## src/shared/f3s_pkg.sv

```systemverilog
package f3s_pkg;

    localparam int ADDR_W = 8;
    localparam int DATA_W = 16;
    localparam int CB_CELLS = 14;
    localparam int OVF_DETAIL_W = 4;
    localparam int IRQ_W = 3;

    // register offsets on the plain register port
    localparam logic [ADDR_W-1:0] OFF_FAULT3 = 8'h26;
    localparam logic [ADDR_W-1:0] OFF_OVF_DETAIL = 8'h40;
    localparam logic [ADDR_W-1:0] OFF_IRQ_STATUS = 8'h41;
    localparam logic [ADDR_W-1:0] OFF_IRQ_MASK = 8'h42;

    // field positions of third_fault_flags
    localparam int OVF_BIT = 15;
    localparam int DIAG_BIT = 14;
    localparam int CB_LSB = 0;

    // field positions of the overflow detail register
    localparam int DET_POS_BIT = 0;
    localparam int DET_NEG_BIT = 1;
    localparam int DET_SAMP_BIT = 2;
    localparam int DET_TOT_BIT = 3;

    // field positions of interrupt status and mask
    localparam int IRQ_OVF_BIT = 0;
    localparam int IRQ_DIAG_BIT = 1;
    localparam int IRQ_CB_BIT = 2;

    // reset values
    localparam logic [DATA_W-1:0] FLAGS_RST = 16'h0000;
    localparam logic [OVF_DETAIL_W-1:0] DETAIL_RST = 4'h0;
    localparam logic [IRQ_W-1:0] IRQ_STATUS_RST = 3'h0;
    localparam logic [IRQ_W-1:0] IRQ_MASK_RST = 3'h0;
    localparam logic [DATA_W-1:0] RDATA_RST = 16'h0000;

    typedef struct packed {
        logic [ADDR_W-1:0] addr;
        logic [DATA_W-1:0] wdata;
        logic wr;
        logic rd;
    } f3s_req_t;

    typedef struct packed {
        logic positive_sum_overflow;
        logic negative_sum_overflow;
        logic sample_counter_overflow;
        logic accumulator_total_overflow;
        logic diag_timeout;
        logic [CB_CELLS-1:0] cb_timer_done;
        logic [CB_CELLS-1:0] cb_driver_off;
    } f3s_evt_t;

endpackage

```

## src/rtl/f3s_top.sv

```systemverilog
// Decided for this implementation: the plain strobed port.
`timescale 1ns/1ps
module f3s_top
    import f3s_pkg::*;
(
    input wire logic core_clk,
    input wire logic rstn,
    input wire f3s_req_t bus_req,
    input wire f3s_evt_t events,
    output logic [DATA_W-1:0] rd_data,
    output logic [DATA_W-1:0] third_fault_flags,
    output logic [OVF_DETAIL_W-1:0] overflow_details,
    output logic irq
);

    function automatic logic addr_hit(
        input logic [ADDR_W-1:0] a,
        input logic [ADDR_W-1:0] off
    );
        addr_hit = (a == off);
    endfunction

    logic wr_fault;
    logic rd_fault;
    logic rd_detail;
    logic rd_irq_st;
    logic rd_irq_mask;
    logic wr_irq_mask;

    assign wr_fault = bus_req.wr && addr_hit(bus_req.addr, OFF_FAULT3);
    assign rd_fault = bus_req.rd && addr_hit(bus_req.addr, OFF_FAULT3);
    assign rd_detail = bus_req.rd && addr_hit(bus_req.addr, OFF_OVF_DETAIL);
    assign rd_irq_st = bus_req.rd && addr_hit(bus_req.addr, OFF_IRQ_STATUS);
    assign rd_irq_mask = bus_req.rd && addr_hit(bus_req.addr, OFF_IRQ_MASK);
    assign wr_irq_mask = bus_req.wr && addr_hit(bus_req.addr, OFF_IRQ_MASK);

    logic acc_ovf_evt;
    logic sample_counter_overflow_evt;
    logic ovf_evt;
    logic [CB_CELLS-1:0] cb_expiry_evt;

    assign acc_ovf_evt = events.positive_sum_overflow
        || events.negative_sum_overflow
        || events.accumulator_total_overflow;
    assign sample_counter_overflow_evt = events.sample_counter_overflow;
    assign ovf_evt = acc_ovf_evt || sample_counter_overflow_evt;
    // expiry counts only once the driver is off
    assign cb_expiry_evt = events.cb_timer_done & events.cb_driver_off;

    logic [DATA_W-1:0] flag_set;
    logic [DATA_W-1:0] flag_clr;
    logic [DATA_W-1:0] flags;

    always_comb begin
        flag_set = FLAGS_RST;
        flag_set[OVF_BIT] = ovf_evt;
        flag_set[DIAG_BIT] = events.diag_timeout;
        flag_set[CB_LSB +: CB_CELLS] = cb_expiry_evt;
    end

    // a written 0 clears, a written 1 is ignored
    assign flag_clr = wr_fault ? ~bus_req.wdata : FLAGS_RST;

    genvar gi;
    generate
        for (gi = 0; gi < DATA_W; gi++) begin : g_flag
            f3s_flag_cell #(
                .RST_VAL(FLAGS_RST[gi])
            ) u_cell (
                .core_clk(core_clk),
                .rstn(rstn),
                .set_in(flag_set[gi]),
                .clr_in(flag_clr[gi]),
                .q(flags[gi])
            );
        end
    endgenerate

    logic [OVF_DETAIL_W-1:0] det_set;
    logic det_clr;
    logic [OVF_DETAIL_W-1:0] details;

    always_comb begin
        det_set = DETAIL_RST;
        det_set[DET_POS_BIT] = events.positive_sum_overflow;
        det_set[DET_NEG_BIT] = events.negative_sum_overflow;
        det_set[DET_SAMP_BIT] = events.sample_counter_overflow;
        det_set[DET_TOT_BIT] = events.accumulator_total_overflow;
    end

    // clearing the overflow flag takes the details along
    assign det_clr = wr_fault && !bus_req.wdata[OVF_BIT];

    generate
        for (gi = 0; gi < OVF_DETAIL_W; gi++) begin : g_det
            f3s_flag_cell #(
                .RST_VAL(DETAIL_RST[gi])
            ) u_cell (
                .core_clk(core_clk),
                .rstn(rstn),
                .set_in(det_set[gi]),
                .clr_in(det_clr),
                .q(details[gi])
            );
        end
    endgenerate

    assign third_fault_flags = flags;
    assign overflow_details = details;

    // interrupt status, mask and output
    logic [IRQ_W-1:0] irq_st_r;
    logic [IRQ_W-1:0] irq_st_nxt;
    logic [IRQ_W-1:0] irq_mask_r;
    logic [IRQ_W-1:0] irq_mask_nxt;
    logic [IRQ_W-1:0] irq_evt;
    logic irq_r;
    logic irq_nxt;

    always_comb begin
        irq_evt = IRQ_STATUS_RST;
        irq_evt[IRQ_OVF_BIT] = ovf_evt;
        irq_evt[IRQ_DIAG_BIT] = events.diag_timeout;
        irq_evt[IRQ_CB_BIT] = |cb_expiry_evt;
        irq_st_nxt = irq_st_r;
        if (rd_irq_st) begin
            irq_st_nxt = IRQ_STATUS_RST;
        end
        // events beat the read clear
        irq_st_nxt = irq_st_nxt | irq_evt;
        irq_mask_nxt = irq_mask_r;
        if (wr_irq_mask) begin
            irq_mask_nxt = bus_req.wdata[IRQ_W-1:0];
        end
        // output lags the status by one cycle to stay a pure flop
        irq_nxt = |(irq_st_r & irq_mask_r);
    end

    always_ff @(posedge core_clk or negedge rstn) begin
        if (!rstn) begin
            irq_st_r <= IRQ_STATUS_RST;
            irq_mask_r <= IRQ_MASK_RST;
            irq_r <= 1'b0;
        end else begin
            irq_st_r <= irq_st_nxt;
            irq_mask_r <= irq_mask_nxt;
            irq_r <= irq_nxt;
        end
    end

    assign irq = irq_r;

    // read path, data valid only in the cycle after the strobe
    logic [DATA_W-1:0] rdata_r;
    logic [DATA_W-1:0] rdata_nxt;

    always_comb begin
        rdata_nxt = RDATA_RST;
        if (rd_fault) begin
            rdata_nxt = flags;
        end else if (rd_detail) begin
            rdata_nxt[OVF_DETAIL_W-1:0] = details;
        end else if (rd_irq_st) begin
            rdata_nxt[IRQ_W-1:0] = irq_st_r;
        end else if (rd_irq_mask) begin
            rdata_nxt[IRQ_W-1:0] = irq_mask_r;
        end
    end

    always_ff @(posedge core_clk or negedge rstn) begin
        if (!rstn) begin
            rdata_r <= RDATA_RST;
        end else begin
            rdata_r <= rdata_nxt;
        end
    end

    assign rd_data = rdata_r;

    logic any_set;
    logic any_det_set;
    assign any_set = |flag_set;
    assign any_det_set = |det_set;

    // per cell, timer expiry alone must not set the flag
    for (gi = 0; gi < CB_CELLS; gi++) begin : g_cb_chk

    end

    // an indicator rises only from its own source
    for (gi = 0; gi < OVF_DETAIL_W; gi++) begin : g_det_chk

    end
endmodule

```

## src/rtl/f3s_flag_cell.sv

```systemverilog
`timescale 1ns/1ps
module f3s_flag_cell #(
    parameter logic RST_VAL = 1'b0
) (
    input wire logic core_clk,
    input wire logic rstn,
    input wire logic set_in,
    input wire logic clr_in,
    output logic q
);

    logic q_r;
    logic q_nxt;

    // a set in the clearing cycle wins, so no event is lost
    always_comb begin
        q_nxt = q_r;
        if (clr_in) begin
            q_nxt = 1'b0;
        end
        if (set_in) begin
            q_nxt = 1'b1;
        end
    end

    always_ff @(posedge core_clk or negedge rstn) begin
        if (!rstn) begin
            q_r <= RST_VAL;
        end else begin
            q_r <= q_nxt;
        end
    end

    assign q = q_r;

endmodule

```

## config.mk

```make
export PLATFORM = sky130hd
export DESIGN_NAME = f3s_top
export DESIGN_NICKNAME = d
export VERILOG_FILES = /design/src/shared/f3s_pkg.sv /design/src/rtl/f3s_top.sv /design/src/rtl/f3s_flag_cell.sv
export SDC_FILE = /design/constraint.sdc
export NUM_CORES = 1
export LEC_CHECK = 0
export BUFFER_PORTS_ARGS = -buffer_cell sky130_fd_sc_hd__clkbuf_2
export CAP_MARGIN = 20
export CORE_ASPECT_RATIO = 0.7
export CORE_MARGIN = 2
export CORE_UTILIZATION = 44
export DETAILED_ROUTE_END_ITERATION = 16
export GPL_TIMING_DRIVEN = 0
export PLACE_DENSITY = 0.9
export SLEW_MARGIN = 40
export SYNTH_ARGS = -nofsm -noshare
export SYNTH_HDL_FRONTEND = slang
export SYNTH_HIERARCHICAL = 1
export SYNTH_SLANG_ARGS = --single-unit
```

## constraint.sdc

```tcl
create_clock -name core_clk -period 1.13 [get_ports core_clk]
set_input_delay 0.226 -clock core_clk [delete_from_list [all_inputs] [get_ports core_clk]]
set_output_delay 0.226 -clock core_clk [all_outputs]
set_load 0.01 [all_outputs]
```

### After elaboration in Yosys (flattened, before gate mapping)

Cells that the tools add are included.

* register bits after elaboration: 43
* bits of input ports: 61

* equal/unequal tests: 4
* muxes and demuxes: 45
* bitwise operators: 4
* reductions and logical operators: 33

Operator list (number)
* 2-bit nonzero test: 20
* 1-bit two-way mux: 38
* 8-bit by 7-bit == test with 1-bit output, second input constant: 3
* 16-bit two-way mux: 1
* 16-bit NOT: 1
* 14-bit AND: 1
* 14-bit OR reduction: 1
* 12-bit two-way mux: 1
* 3-bit two-way mux: 4
* 8-bit by 6-bit == test with 1-bit output, second input constant: 1
* 1-bit logical AND: 7
* 4-bit two-way mux: 1
* 3-bit AND: 1
* 1-bit logical OR: 3
* 3-bit OR: 1
* 3-bit OR reduction: 1
* 1-bit logical NOT: 1

### Logic depth before layout (Yosys ltp)

* depth after elaboration: 6
* gate-level depth with buffers: 7
* depth with buffers taken out: 5

### Hierarchy

The synthesis kept the hierarchy.

By module, submodules not included
* f3s_top: times used 1, area each 1112.3 µm², cells an instance 104
* f3s_flag_cell: times used 20, area each 36.3 µm², cells an instance 3

### Least setup slack after synthesis

Ideal clock, no wire load.

* path type: in2reg
* from: input port bus_req[18] (netlist bit)
* to: register g_flag[10].u_cell.q_r
* required time: 1.012 ns
* slack: -0.289 ns
* arrival: 1.301 ns
* setup time: 0.118 ns
* path buffers: 2
* stages: 7
* cell sequence: buf_2 nor2b_2 nand4_1 clkbuf_1 nor2_1 inv_1 a21o_1

* cells in the longest elaborated chain, start to end: 4

RTL lines
* start: declaration: line f3s_top.sv:8 `input wire f3s_req_t bus_req,`
* 8-bit by 6-bit == test with 1-bit output: line f3s_top.sv:20 `addr_hit = (a == off);`
* 1-bit logical AND: line f3s_top.sv:30 `assign wr_fault = bus_req.wr && addr_hit(bus_req.addr, OFF_FAULT3);`
* 16-bit two-way mux: line f3s_top.sv:62 `assign flag_clr = wr_fault ? ~bus_req.wdata : FLAGS_RST;`
* via flag_clr[10]: line f3s_top.sv:51 `logic [DATA_W-1:0] flag_clr;`
* 2-bit nonzero test (no source line)
* end signal: assignment: line f3s_flag_cell.sv:30 `q_r <= q_nxt;`
* end: declaration: line f3s_flag_cell.sv:12 `logic q_r;`

The timed path passes the listed nets, and every way through them passes these cells.
A chain may end at the register's enable or synchronous reset.

### Worst setup path after layout

* from: input port events[1] (netlist bit)
* to: register irq_st_r[2]

* cells in the longest elaborated chain, start to end: 3

RTL lines
* start: declaration: line f3s_top.sv:9 `input wire f3s_evt_t events,`
* 14-bit AND: line f3s_top.sv:48 `assign cb_expiry_evt = events.cb_timer_done & events.cb_driver_off;`
* via cb_expiry_evt[1]: line f3s_top.sv:40 `logic [CB_CELLS-1:0] cb_expiry_evt;`
* 14-bit OR reduction: line f3s_top.sv:124 `irq_evt[IRQ_CB_BIT] = |cb_expiry_evt;`
* 3-bit OR: line f3s_top.sv:130 `irq_st_nxt = irq_st_nxt | irq_evt;`
* via irq_st_nxt[2]: line f3s_top.sv:113 `logic [IRQ_W-1:0] irq_st_nxt;`
* end signal: assignment: line f3s_top.sv:145 `irq_st_r <= irq_st_nxt;`
* end: declaration: line f3s_top.sv:112 `logic [IRQ_W-1:0] irq_st_r;`

The timed path passes the listed nets, and every way through them passes these cells.

==> impl_metrics.py <==
metrics = {
    "routing": {
        "remaining_drc_errors": 0,
        "drtAntennaViolNets": 0,
        "via_count": 1636,
        "wire_per_inst_um": 14.0,
        "dr.pass1.iters": 4,
        "initialDrtViolationCount": 94,
        "avgViaCountPerCell": 4.93,
        "totalWireLength_mm": 4.66,
    },
    "global_route": {
        "grt_max_degree": 44,
        "grt_pass1_vias": 1550,
        "antenna_found_initial": 0,
        "grt_use_total": 0.215,
        "grt_overflow": 0,
        "grt_pass1_wl_mm": 7.45,
    },
    "floorplan": {
        "design.portCount": 98,
        "core_area_um2": 3970,
        "die_x_um": 81.3,
        "dieArea_um2": 4720,
        "start_util": 0.463,
        "die_y_um": 58.1,
        "rows": 19,
    },
    "clocking": {
        "cts_buffer_depth": 2,
        "clock_latency_ps": 290,
        "cts_made_buffers": 5,
        "clock-root-buffer": "clkbuf_8",
        "cts_num_sinks": 43,
        "cts_tree": "done",
        "cts.reportedPaths.clkPinSlew_ps": 80,
        "htreeDepth": 2,
    },
    "logic_synthesis": {
        "syn-instance-count": 164,
        "async_reset_ff_frac": 1.00,
        "synth_nets": 225,
        "synth_largest_area_cell": "dfrtp_1",
        "yosys-top-cells-area": "dfrtp_1, a21o_1, and2_1, inv_1, nor2_1",
        "syn_area_um2": 1840,
        "syn_area_per_cell_um2": 11.2,
        "ys_ff_latch": 43,
        "synth_top_area_frac": 0.585,
        "synth_top_flop_cell": "dfrtp_1",
        "synth_edf_count": 0,
        "ys_types": 26,
        "seq_area_frac_synth": 0.585,
        "ys.warnings.count": 6,
    },
    "timing": {
        "fin_tns_setup_ps": -81.1,
        "clock.fmax_mhz": 826,
        "worst_pin_slew_ps": 579,
        "fin_crit_sh": 1.07,
        "slew_headroom": 0.614,
        "hold_viol": 0,
        "fin_worst_skew_ps": 6.18,
        "layout_min_cycle_time_ps": 1210,
        "slew_violations": 0,
        "finalSetupViolations": 1,
        "rsz0062_at_grt": "yes",
        "fin_ws_ps": -81.1,
    },
    "worst_setup_path": {
        "cp-end-kind": "flip-flop",
        "reg2regPathDepth": 2,
        "worstPathArrival_ps": 1380,
        "critPathMaxFanout": 2,
        "start_kind": "input port",
        "reg2reg_to": "irq",
        "regToRegSetupSlack_ps": 120,
        "path_class": "input port to flip-flop",
        "reg2reg_from": "irq_st_r[1]",
        "critPathRequiredTime_ps": 1300,
    },
    "power_and_ir_drop": {
        "cellPowerDensity_nw_per_um2": 1110,
        "leakage_uw": 0.00131,
        "ir_worst_vdd_mv": 0.842,
    },
    "worst_hold_path": {
        "worstHoldStart": "events[32]",
        "hold_path_end": "g_det[0].u_cell/q",
        "holdPathStages": 2,
        "hold_path_class": "input port to flip-flop",
    },
    "finish": {
        "layout-drive-gt1-share": 0.511,
        "nNetsFinal": 340,
        "syn2layout_area_growth_pct": 47.5,
        "n_fill_cell": 316,
        "final_core_utilization": 0.683,
        "antenna_cells": 0,
    },
    "placed_design": {
        "dp_hpwl_mm": 3.49,
        "io_buffers": 96,
        "place_ws_ps": -529,
        "gp_congestion": 0.848,
    },
    "flow_run": {
        "drv_cap": 0,
    },
    "status": {
        "status": "finished with violations",
        "violations": "negative setup slack",
    },
}
[layout make-up]
class                      instances  area, um2  area share
multi-input combinational         96        737       0.272
tap                               52       65.1      0.0240
buffer                             4       51.3      0.0189
inverter                          21       78.8      0.0291
clock buffer                       5       68.8      0.0254
sequential                        43       1080       0.397
clock inverter                     3       43.8      0.0162
timing repair buffer             108        591       0.218
[worst max path at each step]
stage / from / endpoint / slack [ps]
after floorplan: events[15] / irq_st_r[2] / -230
final: events[1] / irq_st_r[2] / -80
after CTS: events[2] / irq_st_r[2] / -70
after detailed placement: bus_req[22] / g_flag[6].u_cell/q / -530
after global placement: bus_req[22] / g_flag[11].u_cell/q / -510
after global routing: events[1] / irq_st_r[2] / -60
[cells by family (layout without fill, tap and decap cells)]
| logic type | after synthesis | in the layout | share of synthesized area |
|---|---|---|---|
| AOI/OAI and AO/OA | 33 | 33 | 0.146 |
| muxes | 6 | 6 | 0.0347 |
| buffers and inverters | 25 | 141 | 0.0531 |
| and+or+nand+nor | 57 | 57 | 0.181 |
| DFF | 43 | 43 | 0.585 |
[worst max-delay path, stage by stage]
cell and delay [ps]:
clkbuf_2 80, and2_4 140, or4_4 540, a2111o_1 390
[metrics by stage]
step / area (um2) / hold slack, ps / instances / total power [uW]
floorplan: 1880 / -69.6 / 164 / 1670
global placement: 2430 / 420 / 312 / 1830
detailed placement: 2430 / 286 / 312 / 1840
CTS: 2620 / 114 / 328 / 3030
global route: 2710 / 131 / 332 / 3150
finish: 2710 / 124 / 332 / 3000
[timing repair]
action	CTS	global route
pin swaps	4	6
hold buffers	1	0
gates cloned	1	0
endpoints found under the hold margin	43	0
setup buffers	6	4
resized for setup	4	23
endpoints found under the setup margin	21	27
[routing by layer]
| layer | GRT usage | part of all wire | wire (um) |
|---|---|---|---|
| met5 | 0 | 0 | 0 |
| met1 | 0.294 | 0.44 | 2040 |
| met3 | 0.0498 | 0.055 | 256 |
| met2 | 0.339 | 0.49 | 2290 |
| met4 | 0.0751 | 0.017 | 79 |
[cells in the mapped netlist (2+ instances only)]
master	number
mux2i_1	3
mux2_2	3
a21o_1	22
and2_1	25
a22o_1	4
nor2_1	17
nand4_1	3
o2bb2ai_1	3
dfrtp_1	43
or4_1	4
clkbuf_2	2
inv_1	21
[sequential cells by signal, indices dropped and copies added, names as in the netlist]
signal,flops
g_flag.u_cell/q,16
irq,1
irq_mask_r,3
g_det.u_cell/q,4
rd_data,16
irq_st_r,3
[layout by cell type (no fill, tap or decap)]
cell	instances
clkbuf_2	94
dfrtp_1	43
a21o_1	22
and2_1	22
inv_1	21
buf_4	9
nor2_2	9
clkbuf_8	6
nor2_1	5
a22o_1	4
buf_8	3
mux2i_1	3
o2bb2ai_1	3
nand4_1	3
or4_1	3
and2_4	3
nor2_4	3
mux2_2	3
buf_6	2
nor3_4	1
and3b_1	1
nor2b_4	1
and4_1	1
nor3b_2	1
and3_1	1
nor2b_1	1
and2_2	1
a22o_2	1
or4_4	1
a2111o_1	1
a222oi_1	1
a32o_1	1
clkinv_4	1
clkinv_2	1
bufinv_16	1
dlygate4sd3_1	1
buf_2	1
clkbuf_4	1
[power breakdown]
part	switching, uW	internal [uW]	total [uW]	leakage, uW
clock	513	658	1170	0.0000581
combinational	128	147	275	0.000769
sequential	8.95	1550	1560	0.000480
No activity file was read; power rests on OpenSTA's default activity.
